===== src/pkg/mpfc_map.svh =====
`ifndef MPFC_MAP_SVH
`define MPFC_MAP_SVH
// Register indices; the byte address on the bus is four times the index.
`define MPFC_IDX_DATA    4'h0
`define MPFC_IDX_DDR     4'h4
`define MPFC_IDX_OPT     4'hA
`define MPFC_IDX_MISC    4'hC
`define MPFC_IDX_CONV    4'hE
// Option register fields.
`define MPFC_OPT_PB0     0
`define MPFC_OPT_PB1     1
`define MPFC_OPT_PBP     2
`define MPFC_OPT_PCP     3
`define MPFC_OPT_PDP     4
`define MPFC_OPT_PIL     5
`define MPFC_OPT_PAP     6
// Miscellaneous control fields.
`define MPFC_MISC_LEVEL  0
`define MPFC_MISC_INT2   1
// Converter control field.
`define MPFC_CONV_ON     7
// Port D pin roles.
`define MPFC_PD_INT2     6
`define MPFC_PD_ALTMASK  8'h3F
// Reset values and power-on delay in operating clock cycles.
`define MPFC_RST_BYTE    8'h00
`define MPFC_POR_CYCLES  4096
`endif


===== src/pkg/mpfc_pkg.sv =====
package mpfc_pkg;
    typedef logic [7:0] mpfc_byte_t;
    typedef logic [3:0][7:0] mpfc_ports_t;
    typedef enum logic [0:0] {
        MPFC_POR = 1'b0,
        MPFC_RUN = 1'b1
    } mpfc_rst_e;
endpackage : mpfc_pkg


===== src/hdl/mpfc_pin_ctrl.sv =====
`timescale 1ns/100ps
`include "mpfc_map.svh"
// How it works
// - Interrupt pin senses falling edge only, or falling edge plus low level.
// - Power-on or external reset turns every line of all four ports to input.
// - Each pin has a software pull-up, active only while the pin is input.
// - Converter power-on hands port D pins 0 to 3 to the converter channels.
// - Converter power-on turns port D pins 4 and 5 into low and high references.
// - Second-interrupt enable turns port D pin 6 into the second interrupt input.
// - Operating clock runs at half the oscillator rate.
// - Device drives its reset pin low throughout the power-on delay.
// - Reset pin pulled low from outside clears control state; port data and the power-on delay are not reset.
// - Port A pins also feed the keyboard interrupt sources.
// - Port B pins 5 to 7 offer a selectable reduced drive mode.
// - Second interrupt reacts to falling edges only, never to level.
// - Direction bits clear on reset; one means output, zero means input.
module mpfc_pin_ctrl
    import mpfc_pkg::*;
#(
    parameter int POR_OP_CYCLES = `MPFC_POR_CYCLES
) (
    input  wire logic        clk,
    input  wire logic        rst,
    input  wire logic        wb_cyc_i,
    input  wire logic        wb_stb_i,
    input  wire logic        wb_we_i,
    input  wire logic [5:0]  wb_adr_i,
    input  wire logic [3:0]  wb_sel_i,
    input  wire logic [31:0] wb_dat_i,
    output logic      [31:0] wb_dat_o,
    output logic             wb_ack_o,
    input  wire logic [7:0]  portAIn,
    input  wire logic [7:0]  portBIn,
    input  wire logic [7:0]  portCIn,
    input  wire logic [7:0]  portDIn,
    output logic      [7:0]  portAOut,
    output logic      [7:0]  portBOut,
    output logic      [7:0]  portCOut,
    output logic      [7:0]  portDOut,
    output logic      [7:0]  portAOe,
    output logic      [7:0]  portBOe,
    output logic      [7:0]  portCOe,
    output logic      [7:0]  portDOe,
    output logic      [7:0]  portAPullUp,
    output logic      [7:0]  portBPullUp,
    output logic      [7:0]  portCPullUp,
    output logic      [7:0]  portDPullUp,
    output logic      [2:0]  portBLowDrive,
    output logic      [7:0]  kbdSrc,
    output logic      [3:0]  convChanEn,
    output logic      [1:0]  convRefEn,
    input  wire logic        extIntPin_n,
    output logic             extIntReq,
    output logic             secondIntReq,
    output logic             opClkEn,
    input  wire logic        rstPin_n,
    output logic             rstPinOut,
    output logic             rstPinOe
);

    if (POR_OP_CYCLES < 1 || POR_OP_CYCLES > 65535) begin : g_chk
        $error("POR_OP_CYCLES must lie in 1..65535.");
    end

    mpfc_ports_t pinIn;
    mpfc_ports_t data_ff, nxt_data, ddr_ff, nxt_ddr, pullSel;
    mpfc_ports_t pinOut_ff, pinOe_ff, pull_ff, nxt_out, nxt_oe, nxt_pull;
    mpfc_byte_t  opt_ff, nxt_opt, misc_ff, nxt_misc, conv_ff, nxt_conv, rdByte;
    mpfc_byte_t  altD;
    logic [31:0] datO_ff, nxt_datO;
    logic        ack_ff, nxt_ack, access, ctlRst;
    logic [3:0]  adrIdx;
    logic        opTick_ff, nxt_opTick;
    mpfc_rst_e   state_ff, nxt_state;
    logic [15:0] porCnt_ff, nxt_porCnt;
    logic        irqPrev_ff, nxt_irqPrev, int2Prev_ff, nxt_int2Prev;
    logic        extReq_ff, nxt_extReq, int2Req_ff, nxt_int2Req;
    logic [7:0]  kbd_ff;
    logic [2:0]  lowDrv_ff;
    logic [3:0]  chan_ff;
    logic [1:0]  ref_ff;

    assign pinIn  = {portDIn, portCIn, portBIn, portAIn};
    assign adrIdx = wb_adr_i[5:2];
    assign access = wb_cyc_i & wb_stb_i & ~ack_ff;
    // Power-on delay, the host reset and a low reset pin all clear control state.
    assign ctlRst = rst | ~rstPin_n | (state_ff == MPFC_POR);

    ////////////////////////////////////////////////////////////////////////////
    // Operating clock enable and power-on delay.
    always_comb begin
        nxt_opTick = ~opTick_ff;
        nxt_state  = state_ff;
        nxt_porCnt = porCnt_ff;
        if (state_ff == MPFC_POR && opTick_ff) begin
            if (porCnt_ff == 16'(POR_OP_CYCLES - 1)) begin
                nxt_state = MPFC_RUN;
            end else begin
                nxt_porCnt = porCnt_ff + 16'h0001;
            end
        end
    end

    // The reset pin is driven low while the power-on delay runs.
    always_ff @(posedge clk) begin
        if (rst) begin
            opTick_ff <= 1'b0;
            state_ff  <= MPFC_POR;
            porCnt_ff <= 16'h0000;
            rstPinOe  <= 1'b1;
            rstPinOut <= 1'b0;
        end else begin
            opTick_ff <= nxt_opTick;
            state_ff  <= nxt_state;
            porCnt_ff <= nxt_porCnt;
            rstPinOe  <= (nxt_state == MPFC_POR);
            rstPinOut <= 1'b0;
        end
    end
    assign opClkEn = opTick_ff;

    ////////////////////////////////////////////////////////////////////////////
    // Register file on the bus; data sits in byte lane 0.
    always_comb begin
        nxt_data = data_ff;
        nxt_ddr  = ddr_ff;
        nxt_opt  = opt_ff;
        nxt_misc = misc_ff;
        nxt_conv = conv_ff;
        nxt_ack  = access;
        rdByte   = `MPFC_RST_BYTE;
        if (adrIdx < `MPFC_IDX_DDR) begin
            rdByte = (data_ff[adrIdx[1:0]] & ddr_ff[adrIdx[1:0]])
                   | (pinIn[adrIdx[1:0]] & ~ddr_ff[adrIdx[1:0]]);
            if (access && wb_we_i && wb_sel_i[0]) begin
                nxt_data[adrIdx[1:0]] = wb_dat_i[7:0];
            end
        end else if (adrIdx < `MPFC_IDX_DDR + 4'h4) begin
            rdByte = ddr_ff[adrIdx[1:0]];
            if (access && wb_we_i && wb_sel_i[0]) begin
                nxt_ddr[adrIdx[1:0]] = wb_dat_i[7:0];
            end
        end else if (adrIdx == `MPFC_IDX_OPT) begin
            rdByte = opt_ff;
            if (access && wb_we_i && wb_sel_i[0]) begin
                nxt_opt = {1'b0, wb_dat_i[6:0]};
            end
        end else if (adrIdx == `MPFC_IDX_MISC) begin
            rdByte = misc_ff;
            if (access && wb_we_i && wb_sel_i[0]) begin
                nxt_misc = {6'h00, wb_dat_i[1:0]};
            end
        end else if (adrIdx == `MPFC_IDX_CONV) begin
            rdByte = conv_ff;
            if (access && wb_we_i && wb_sel_i[0]) begin
                nxt_conv = {wb_dat_i[7], 7'h00};
            end
        end
        nxt_datO = access ? {24'h000000, rdByte} : 32'h00000000;
    end

    // Direction and options clear on any reset; port data only on the host one.
    always_ff @(posedge clk) begin
        if (rst) begin
            data_ff <= {4{`MPFC_RST_BYTE}};
        end else begin
            data_ff <= nxt_data;
        end
        if (ctlRst) begin
            ddr_ff  <= {4{`MPFC_RST_BYTE}};
            opt_ff  <= `MPFC_RST_BYTE;
            misc_ff <= `MPFC_RST_BYTE;
            conv_ff <= `MPFC_RST_BYTE;
        end else begin
            ddr_ff  <= nxt_ddr;
            opt_ff  <= nxt_opt;
            misc_ff <= nxt_misc;
            conv_ff <= nxt_conv;
        end
        if (rst) begin
            ack_ff  <= 1'b0;
            datO_ff <= 32'h00000000;
        end else begin
            ack_ff  <= nxt_ack;
            datO_ff <= nxt_datO;
        end
    end
    assign wb_ack_o = ack_ff;
    assign wb_dat_o = datO_ff;

    ////////////////////////////////////////////////////////////////////////////
    // Pin drivers, pull-ups and alternate functions per port.
    assign altD = ({8{conv_ff[`MPFC_CONV_ON]}} & `MPFC_PD_ALTMASK)
                | (8'(misc_ff[`MPFC_MISC_INT2]) << `MPFC_PD_INT2);
    assign pullSel[0] = {8{opt_ff[`MPFC_OPT_PAP]}};
    assign pullSel[1] = {{6{opt_ff[`MPFC_OPT_PBP]}}, opt_ff[`MPFC_OPT_PB1],
                         opt_ff[`MPFC_OPT_PB0]};
    assign pullSel[2] = {8{opt_ff[`MPFC_OPT_PCP]}};
    assign pullSel[3] = {8{opt_ff[`MPFC_OPT_PDP]}};

    for (genvar p = 0; p < 4; p++) begin : g_port
        // An alternate function on port D owns the pin and drops driver and pull-up.
        always_comb begin
            nxt_out[p]  = data_ff[p];
            nxt_oe[p]   = ddr_ff[p] & ~((p == 3) ? altD : 8'h00);
            nxt_pull[p] = pullSel[p] & ~ddr_ff[p] & ~((p == 3) ? altD : 8'h00);
        end
        always_ff @(posedge clk) begin
            if (rst) begin
                pinOut_ff[p] <= `MPFC_RST_BYTE;
                pinOe_ff[p]  <= `MPFC_RST_BYTE;
                pull_ff[p]   <= `MPFC_RST_BYTE;
            end else begin
                pinOut_ff[p] <= nxt_out[p];
                pinOe_ff[p]  <= nxt_oe[p];
                pull_ff[p]   <= nxt_pull[p];
            end
        end
    end
    assign {portDOut, portCOut, portBOut, portAOut}             = pinOut_ff;
    assign {portDOe, portCOe, portBOe, portAOe}                 = pinOe_ff;
    assign {portDPullUp, portCPullUp, portBPullUp, portAPullUp} = pull_ff;

    // Keyboard sources, reduced drive and converter routing.
    always_ff @(posedge clk) begin
        if (rst) begin
            kbd_ff    <= 8'hFF;
            lowDrv_ff <= 3'h0;
            chan_ff   <= 4'h0;
            ref_ff    <= 2'h0;
        end else begin
            kbd_ff    <= portAIn;
            lowDrv_ff <= {3{opt_ff[`MPFC_OPT_PIL]}};
            chan_ff   <= {4{conv_ff[`MPFC_CONV_ON]}};
            ref_ff    <= {2{conv_ff[`MPFC_CONV_ON]}};
        end
    end
    assign kbdSrc        = kbd_ff;
    assign portBLowDrive = lowDrv_ff;
    assign convChanEn    = chan_ff;
    assign convRefEn     = ref_ff;

    ////////////////////////////////////////////////////////////////////////////
    // Interrupt pins are sampled once per operating clock cycle.
    always_comb begin
        nxt_irqPrev  = opTick_ff ? extIntPin_n : irqPrev_ff;
        nxt_int2Prev = opTick_ff ? portDIn[`MPFC_PD_INT2] : int2Prev_ff;
        nxt_extReq   = opTick_ff & ~extIntPin_n
                     & (irqPrev_ff | misc_ff[`MPFC_MISC_LEVEL]);
        nxt_int2Req  = opTick_ff & misc_ff[`MPFC_MISC_INT2]
                     & int2Prev_ff & ~portDIn[`MPFC_PD_INT2];
    end

    // Requests are one-cycle pulses; none are raised while held in reset.
    always_ff @(posedge clk) begin
        if (ctlRst) begin
            irqPrev_ff  <= 1'b1;
            int2Prev_ff <= 1'b1;
            extReq_ff   <= 1'b0;
            int2Req_ff  <= 1'b0;
        end else begin
            irqPrev_ff  <= nxt_irqPrev;
            int2Prev_ff <= nxt_int2Prev;
            extReq_ff   <= nxt_extReq;
            int2Req_ff  <= nxt_int2Req;
        end
    end
    assign extIntReq    = extReq_ff;
    assign secondIntReq = int2Req_ff;
endmodule : mpfc_pin_ctrl


===== config.mk =====
export PLATFORM = sky130hd
export DESIGN_NAME = mpfc_pin_ctrl
export DESIGN_NICKNAME = d
export VERILOG_FILES = /design/src/pkg/mpfc_pkg.sv /design/src/hdl/mpfc_pin_ctrl.sv
export VERILOG_INCLUDE_DIRS = /design/src /design/src/pkg
export SDC_FILE = /design/constraint.sdc
export NUM_CORES = 1
export LEC_CHECK = 0
export BUFFER_PORTS_ARGS = -buffer_cell sky130_fd_sc_hd__buf_2
export CORE_MARGIN = 3
export CORE_UTILIZATION = 45
export CTS_BUF_LIST = sky130_fd_sc_hd__clkbuf_2
export DETAILED_ROUTE_END_ITERATION = 8
export PLACE_DENSITY = 0.72
export SLEW_MARGIN = 15
export SYNTH_ARGS = -nofsm -noshare
export SYNTH_HDL_FRONTEND = slang
export SYNTH_SLANG_ARGS = --single-unit

===== constraint.sdc =====
create_clock -name clk -period 2.35 [get_ports clk]
set_input_delay 0.1175 -clock clk [delete_from_list [all_inputs] [get_ports clk]]
set_output_delay 0.1175 -clock clk [all_outputs]
set_load 0.01 [all_outputs]

; ---- After elaboration in Yosys (flattened, before gate mapping)
; Cells that the tools add are included.
[classes]
n_reduce_logical = 11
n_addsub = 1
muxes = 17
multipliers = 0
eq_ne = 4
bitwise_logic = 39
n_lt_le_gt_ge = 4
n_div = 0
shifts = 0
[ops]
columns = operator, count
row1 = two-way mux 8 bit, 9
row2 = AND 8 bit, 8
row3 = bitwise mux 32 bit, 2
row4 = binary-select mux 8 bit (select 2 bit), 3
row5 = NOT 8 bit, 5
row6 = adder 16 x 1 -> 16 bit (second input constant), 1
row7 = demux 8 bit (select 2 bit), 1
row8 = equality test 16 x 12 -> 1 bit (second input constant), 1
row9 = NOT 1 bit, 13
row10 = equality test 4 bit (second input constant), 3
row11 = NOT 7 -> 8 bit, 1
row12 = bitwise OR 8 bit, 1
row13 = AND 1 bit, 7
row14 = bitwise OR 6 x 7 -> 7 bit, 1
row15 = AND reduction 6 bit, 1
row16 = AND reduction 5 bit, 1
row17 = logical AND 1 bit, 4
row18 = less-than comparator 4 x 3 -> 1 bit (second input constant), 1
row19 = less-than comparator 4 bit (second input constant), 1
row20 = AND reduction 2 bit, 2
row21 = AND reduction 4 bit, 1
row22 = less-than comparator 2 x 3 -> 1 bit (second input constant), 1
row23 = bitwise OR 1 bit, 3
row24 = AND reduction 3 bit, 1
row25 = 3 further kinds, 4
[word_totals]
latchBits = 0
mem_bits_ro = 0
register_bits = 237
in_bits = 81
ramBits = 0
memories = 0
out_inout_bits = 151

; ---- Depth between registers and ports, before layout
; Gate-level depths: netlist of the first run.
[depth]
depth_word = 6
ltp_mapped = 7
mapped_depth_nobuf = 5

; ---- Least setup slack after synthesis of the first run
; Ideal clock, no wire load.
[synth_path]
path_type = reg2reg
from = register porCnt_ff[0]
to = register porCnt_ff[10]
setup_time_ns = 0.121
required_time_ns = 2.229
synth_period_minus_slack_ns = 1.856
t_arrival_ns = 1.735
path_buffers = 0
path_slack_ns = 0.494
path_stages_with_launch = 6
cell_sequence = dfxtp_1 > ha_1 > nand4_2 > a2111oi_0 > nand3_1 > mux2_2
[synth_between]
elab_chain_cells = 3
elab_cells_between_ends = 4
classes_between = add/sub (1) / eq/ne (1) / bitwise (1) / reduce/logical (1)
[synth_rtl]
columns = element, line
row1 = "start, declared", mpfc_pin_ctrl.sv:75  ; logic [15:0] porCnt_ff, nxt_porCnt;
row2 = "start signal, assigned", mpfc_pin_ctrl.sv:115  ; porCnt_ff <= nxt_porCnt;
row3 = branches (longest 3 deep; another with adder 16 x 1 -> 16 bit), --
; Parallel ways; which one is timed is not known.
; A chain may end at the register's enable or synchronous reset.

; ---- Worst setup path after layout of the first run
[layout_path]
from = register ack_ff (netlist: wb_ack_o)
to = register ddr_ff[24] in the netlist's numbering
[layout_between]
elab_chain_cells = 5
[layout_rtl]
columns = element, line
row1 = "start, declared", mpfc_pin_ctrl.sv:71  ; logic ack_ff, nxt_ack, access, ctlRst;
row2 = "start signal, assigned", mpfc_pin_ctrl.sv:184  ; ack_ff <= nxt_ack;
row3 = NOT 1 bit, mpfc_pin_ctrl.sv:85  ; assign access = wb_cyc_i & wb_stb_i & ~ack_ff;
row4 = AND 1 bit, mpfc_pin_ctrl.sv:85
row5 = logical AND 1 bit (2 in a row), mpfc_pin_ctrl.sv:140  ; if (access && wb_we_i && wb_sel_i[0]) begin
row6 = AND reduction 3 bit (no source line), --
row7 = "end signal, assigned", mpfc_pin_ctrl.sv:170  ; ddr_ff <= {4{`MPFC_RST_BYTE}};
row8 = "end signal, assigned", mpfc_pin_ctrl.sv:175  ; ddr_ff <= nxt_ddr;
row9 = "end, declared", mpfc_pin_ctrl.sv:66  ; mpfc_ports_t data_ff, nxt_data, ddr_ff, nxt_ddr, pullSel;
; No other way between the ends.

==> flow_metrics.env, run 1 <==
export IMPL_critPathMaxFanout=8
export IMPL_grt_setup_unrepaired="no"
export IMPL_vias=6213
export IMPL_syn_area_sq_mm=0.007954
export IMPL_io_buffers=177
export IMPL_htree_levels=2
export IMPL_ys_seq_area_share_pct=53.36
export IMPL_crit_path_start_kind="flip-flop"
export IMPL_drive_above_1_share_pct=31.04
export IMPL_drt_iter0_drc=288
export IMPL_post_route_cell_area_sq_mm=0.009945
export IMPL_ir_worst_vdd_mv=0.4790
export IMPL_fillers=1482
export IMPL_grt_util_all_layers_pct=21.14
export IMPL_cap_violations=0
export IMPL_viasPerCell=4.896
export IMPL_dr_pass1_iters=5
export IMPL_grt_pass1_wl_um=33060
export IMPL_place_congestion=0.7902
export IMPL_clockBufferDepth=3
export IMPL_max_freq_ghz=0.4545
export IMPL_clock_skew_ns=0.03831
export IMPL_clock_sinks=212
export IMPL_grt_max_degree=48
export IMPL_status="finished clean"
export IMPL_initial_utilization_pct=46.96
export IMPL_end_kind="flip-flop"
export IMPL_synthArstFlopShare_pct=0
export IMPL_hpwl_um=14580
export IMPL_synth_edff_count=0
export IMPL_tightest_slew_ns=0.6299
export IMPL_synth_ff_type="dfxtp_1"
export IMPL_drc=0
export IMPL_cts_reportedPaths_clkPinSlew_ns=0.10
export IMPL_hold_violations=0
export IMPL_routed_wl_um=20860
export IMPL_die_h_um=139.0
export IMPL_cts_root_buf="clkbuf_2"
export IMPL_finalCritPeriodShare_pct=93.63
export IMPL_power_per_cell_area_mw_per_mm2=637.2
export IMPL_highest_layer="met4"
export IMPL_wl_met3_um=1453
export IMPL_antenna_found_initial=1
export IMPL_dieArea_sq_mm=0.01931
export IMPL_syn_instance_count=752
export IMPL_final_setup_viol_count=0
export IMPL_max_slew_margin_pct=57.91
export IMPL_overflow=0
export IMPL_wl_met1_um=9024
export IMPL_finish_net_count=1087
export IMPL_ios=232
export IMPL_areaGrowthSynthToFinish_pct=25.03
export IMPL_post_cts_buffers=0
export IMPL_worstPathArrival_ns=2.90
export IMPL_ys_types=53
export IMPL_period_needed_ns=2.200
export IMPL_wire_per_inst_um=16.44
export IMPL_p_leak_nw=4.974
export IMPL_critPathKind="reg -> reg"
export IMPL_ant_nets=0
export IMPL_totalNegativeSetupSlack_ns=0
export IMPL_cts_tree="yes"
export IMPL_numCtsBuffers=51
export IMPL_die_w_um=139.0
export IMPL_ys_warnings_count=0
export IMPL_ys_ff_latch=212
export IMPL_hold_path_class="in -> reg"
export IMPL_final_cell_mix="dfxtp_1, buf_2, mux2i_1"
export IMPL_clock_latency_ns=0.80
export IMPL_cp_required_ns=3.05
export IMPL_avgSynthCellArea_sq_um=10.58
export IMPL_largest_registers="data_ff (32), ddr_ff (32), porCnt_ff (16)"
export IMPL_grt_pass1_vias=6390
export IMPL_place_area_sq_mm=0.008994
export IMPL_core_area_sq_mm=0.01694
export IMPL_dr_wl_met2_um=9886
export IMPL_layout_commonest_cell="dfxtp_1"
export IMPL_slew_violations=0
export IMPL_row_count=47
-- per-stage QoR --
step | utilization, % | total power [W] | setup WS (ns) | cells | hold WS (ns)
after CTS | 58.66 | 0.006417 | 0.05672 | 1267 | 0.01985
after detailed placement | 53.10 | 0.004008 | 0.3948 | 1125 | 0.3184
after global placement | 53.10 | 0.004005 | 0.4001 | 1125 | 0.3168
after floorplan | - | 0.003907 | 0.4940 | 776 | 0.1943
after global routing | 58.72 | 0.006653 | 0.08519 | 1269 | 0.06887
final | 58.72 | 0.006336 | 0.1497 | 1269 | 0.1051
-- cells by family after synthesis --
family | Yosys count | share of synthesized area (%)
AND/OR/NAND/NOR | 275 | 19.02
XOR/XNOR | 1 | 0.1101
buffers and inverters | 106 | 6.764
multiplexers | 101 | 16.22
adder cells (fa/ha/maj) | 1 | 0.1573
flip-flops | 212 | 53.36
AO/OA/AOI/OAI | 55 | 4.326
other | 1 | 0.04715
-- path summary, 6_finish.rpt --
path                            slack [ns]  depth (start not counted)                      from                       to
worst max-delay path                  0.15                          6       wb_ack_o$_SDFF_PP0_  ddr_ff[24]$_SDFFE_PP0P_
worst min register to register        0.46                          2  int2Prev_ff$_SDFFE_PP1P_  secondIntReq$_SDFF_PP0_
worst max register to register        0.15                          6       wb_ack_o$_SDFF_PP0_  ddr_ff[24]$_SDFFE_PP0P_
worst min-delay path                  0.11                          4                  wb_stb_i      wb_ack_o$_SDFF_PP0_
-- what timing repair did --
item	CTS	global route
gates resized for setup	0	1
endpoints found under the hold margin	177	0
endpoints found under the setup margin	0	1
hold buffers	47	0
-- critical path, stage by stage (launching register included) --
cell           delay [ns]
dfxtp_1              0.32
nand3b_1             0.34
nor3_2               0.41
nand4_2              0.13
buf_4                0.22
mux2i_1              0.13
dlygate4sd3_1        0.56
-- layout make-up --
class | count | area, sq um | share of cell area, %
Antenna cell | 2 | 5.005 | 0.05033
Clock buffer | 74 | 370.4 | 3.724
Clock inverter | 21 | 100.1 | 1.007
Inverter | 39 | 146.4 | 1.472
Multi-Input combinational cell | 458 | 3267 | 32.85
Sequential cell | 212 | 4244 | 42.68
Tap cell | 220 | 275.3 | 2.768
Timing Repair Buffer | 243 | 1536 | 15.45
-- metal layers --
metal | vias to the layer above | global-route usage, %
met5 | - | 0
met4 | 0 | 7.775
met3 | 40 | 5.448
met1 | 2924 | 26.77
li1 | 3026 | -
met2 | 223 | 34.98
-- synthesized netlist by cell type, drive strengths merged (8+ instances only) --
cell,count,area (sq um)
a21oi,21,108.9
buf,44,305.3
clkbuf,23,86.33
dfxtp,212,4244
inv,39,146.4
mux2i,76,760.7
mux4,22,495.5
nand2,61,229.0
nand2b,45,281.5
nor2,61,229.0
nor2b,33,206.5
nor3b,8,60.06
o21ai,12,60.06
or2,10,62.56
-- where the power goes --
group / internal [W] / switching, W / total, W
clock: 0.000879 / 0.00147 / 0.00235
combinational: 0.000183 / 0.000196 / 0.000378
sequential: 0.00361 / 0.00000582 / 0.00361
Note: power is estimated with default switching activity, not from simulation.
==> inputs of run 2 (changes only) <==
CELL_PAD_IN_SITES_DETAIL_PLACEMENT = 1   (was not set)
CELL_PAD_IN_SITES_GLOBAL_PLACEMENT = 1   (was not set)
CORE_ASPECT_RATIO = 1.75   (was not set)
CORE_UTILIZATION = 41   (was 45)
PLACE_DENSITY = 0.83   (was 0.72)
==> run 2 against run 1 <==
Against the previous run:
- final area decreased by 1.5%
- global-route usage increased by 0.92 points
- register-to-register slack improved by 0.06 ns
- maximum frequency increased by 2.6%
- combinational power decreased by 6.3%
- sequential share of layout area increased by 0.64 points
- highest routed layer unchanged
==> flow_metrics.env, run 2 (synthesis results as in run 1) <==
export IMPL_grt_util_all_layers_pct=22.06
export IMPL_switching_power_w=0.001661
export IMPL_ant_nets=0
export IMPL_viasPerCell=5.045
export IMPL_dpl_worst_slack_ns=0.2940
export IMPL_dp_cells=1146
export IMPL_cts_resized=0
export IMPL_final_util_pct=52.04
export IMPL_ir_worst_vdd_mv=0.3148
export IMPL_drive_above_1_share_pct=30.73
export IMPL_place_congestion=0.8297
export IMPL_wire_per_inst_um=18.83
export IMPL_period_needed_ns=2.145
export IMPL_grt_max_degree=38
export IMPL_cts_tree="yes"
export IMPL_areaGrowthSynthToFinish_pct=23.19
export IMPL_overflow=0
export IMPL_final_setup_viol_count=0
export IMPL_clock_latency_ns=0.79
export IMPL_die_w_um=111.3
export IMPL_final_cell_mix="dfxtp_1, buf_2, mux2i_1"
export IMPL_status="finished clean"
export IMPL_row_count=66
export IMPL_finalCritPeriodShare_pct=91.28
export IMPL_cts_root_buf="clkbuf_2"
export IMPL_finish_net_count=1071
export IMPL_hpwl_um=17050
export IMPL_critPathMaxFanout=7
export IMPL_p_leak_nw=4.897
export IMPL_pwr_share_clk_pct=37.7
export IMPL_clockBufferDepth=3
export IMPL_core_area_sq_mm=0.01883
export IMPL_max_freq_ghz=0.4662
export IMPL_critPathKind="reg -> reg"
export IMPL_worstPathArrival_ns=2.83
export IMPL_grt_setup_unrepaired="no"
export IMPL_drt_iter0_drc=236
export IMPL_finalNonFillerCells=1265
export IMPL_crit_path_start_kind="flip-flop"
export IMPL_setup_slack_ns=0.2050
export IMPL_p_comb_share_pct=5.6
export IMPL_clock_sinks=212
export IMPL_dieArea_sq_mm=0.02117
export IMPL_grt_pass1_vias=6882
export IMPL_p_int_w=0.004715
export IMPL_initial_utilization_pct=42.24
export IMPL_final_seq_area_sq_mm=0.004244
export IMPL_totalNegativeSetupSlack_ns=0
export IMPL_power_per_cell_area_mw_per_mm2=650.7
export IMPL_fillers=2188
export IMPL_ios=232
export IMPL_post_cts_buffers=0
export IMPL_end_kind="flip-flop"
export IMPL_hold_path_class="in -> reg"
export IMPL_max_slew_margin_pct=58.49
export IMPL_io_buffers=177
export IMPL_dr_pass1_iters=4
export IMPL_slew_violations=0
export IMPL_layout_commonest_cell="dfxtp_1"
export IMPL_p_sw_share_pct=26.05
export IMPL_cts_hold_buf=32
export IMPL_largest_registers="data_ff (32), ddr_ff (32), porCnt_ff (16)"
export IMPL_hold_violations=0
export IMPL_drc=0
export IMPL_cap_violations=0
export IMPL_vias=6382
export IMPL_grt_pass1_wl_um=37080
export IMPL_die_h_um=190.3
export IMPL_clock_skew_ns=0.08894
export IMPL_htree_levels=2
export IMPL_routed_wl_um=23830
export IMPL_cts_reportedPaths_clkPinSlew_ns=0.13
export IMPL_tightest_slew_ns=0.6227
export IMPL_multi_input_area_sq_mm=0.003262
export IMPL_cp_required_ns=3.03
export IMPL_seqPwrFrac_pct=56.7
export IMPL_antenna_found_initial=2
export IMPL_numCtsBuffers=47
run 2: cell count changes in the layout (fill, tap and decap cells not counted):
| cell | previous run | this run |
|---|---|---|
| dlygate4sd3_1 | 47 | 32 |
| clkbuf_2 | 74 | 61 |
| buf_4 | 16 | 21 |
| buf_12 | 3 | 1 |
| bufinv_16 | 0 | 2 |
| clkinv_1 | 13 | 15 |
| inv_6 | 2 | 0 |
| clkinv_2 | 5 | 6 |
| clkinv_4 | 1 | 0 |
| clkinvlp_4 | 0 | 1 |
| nor3_1 | 3 | 4 |
| nor3_2 | 1 | 0 |
run 2: final cells by class:
class                           count  share of cell area [%]
Clock inverter                     24                   1.571
Clock buffer                       61                   3.116
Sequential cell                   212                   43.32
Multi-Input combinational cell    458                   33.29
Inverter                           39                   1.494
Timing Repair Buffer              231                   14.12
Antenna cell                        2                 0.05108
Tap cell                          238                   3.039
run 2: worst paths after layout:
| path | from | endpoint | slack (ns) | cells past startpoint |
|---|---|---|---|---|
| max reg2reg | wb_ack_o$_SDFF_PP0_ | conv_ff[7]$_SDFFE_PP0P_ | 0.20 | 5 |
| max | wb_ack_o$_SDFF_PP0_ | conv_ff[7]$_SDFFE_PP0P_ | 0.20 | 5 |
| min reg2reg | ddr_ff[21]$_SDFFE_PP0P_ | portCPullUp[5]$_SDFF_PP0_ | 0.47 | 1 |
| min | wb_stb_i | wb_ack_o$_SDFF_PP0_ | 0.06 | 3 |
run 2: worst max-delay path, cell delays in order, from the launching register on:
cell	delay [ns]
dfxtp_1	0.33
nand3b_1	0.36
nor4b_1	0.53
mux2i_1	0.22
dlygate4sd3_1	0.57
nor2_1	0.04
run 2: power groups by stage:
stage               combinational, W  clock [W]  sequential [W]
floorplan                   0.000208          0         0.00370
global placement            0.000298          0         0.00370
detailed placement          0.000306          0         0.00370
CTS                         0.000349    0.00247         0.00362
global route                0.000380    0.00269         0.00362
finish                      0.000354    0.00241         0.00362
run 2: through the flow:
| stage | cell area [sq um] | total power [W] | hold slack [ns] |
|---|---|---|---|
| final | 9798 | 0.006376 | 0.05925 |
| after global routing | 9798 | 0.006687 | 0.01489 |
| after CTS | 9793 | 0.006438 | 0.0004555 |
| after detailed placement | 9014 | 0.004003 | 0.3114 |
| after global placement | 9014 | 0.003994 | 0.3111 |
| after floorplan | 8044 | 0.003907 | 0.1943 |
run 2: per-layer routing:
metal  global-route usage (%)  share of wire, %  routed length, um  vias to the layer above
li1                         -                 -                  -                     2973
met2                    43.26                56              13410                      211
met3                    3.525               4.4               1044                       66
met5                        0                 0                  0                        -
met4                    10.40               4.1                984                        0
met1                    22.33                35               8392                     3132
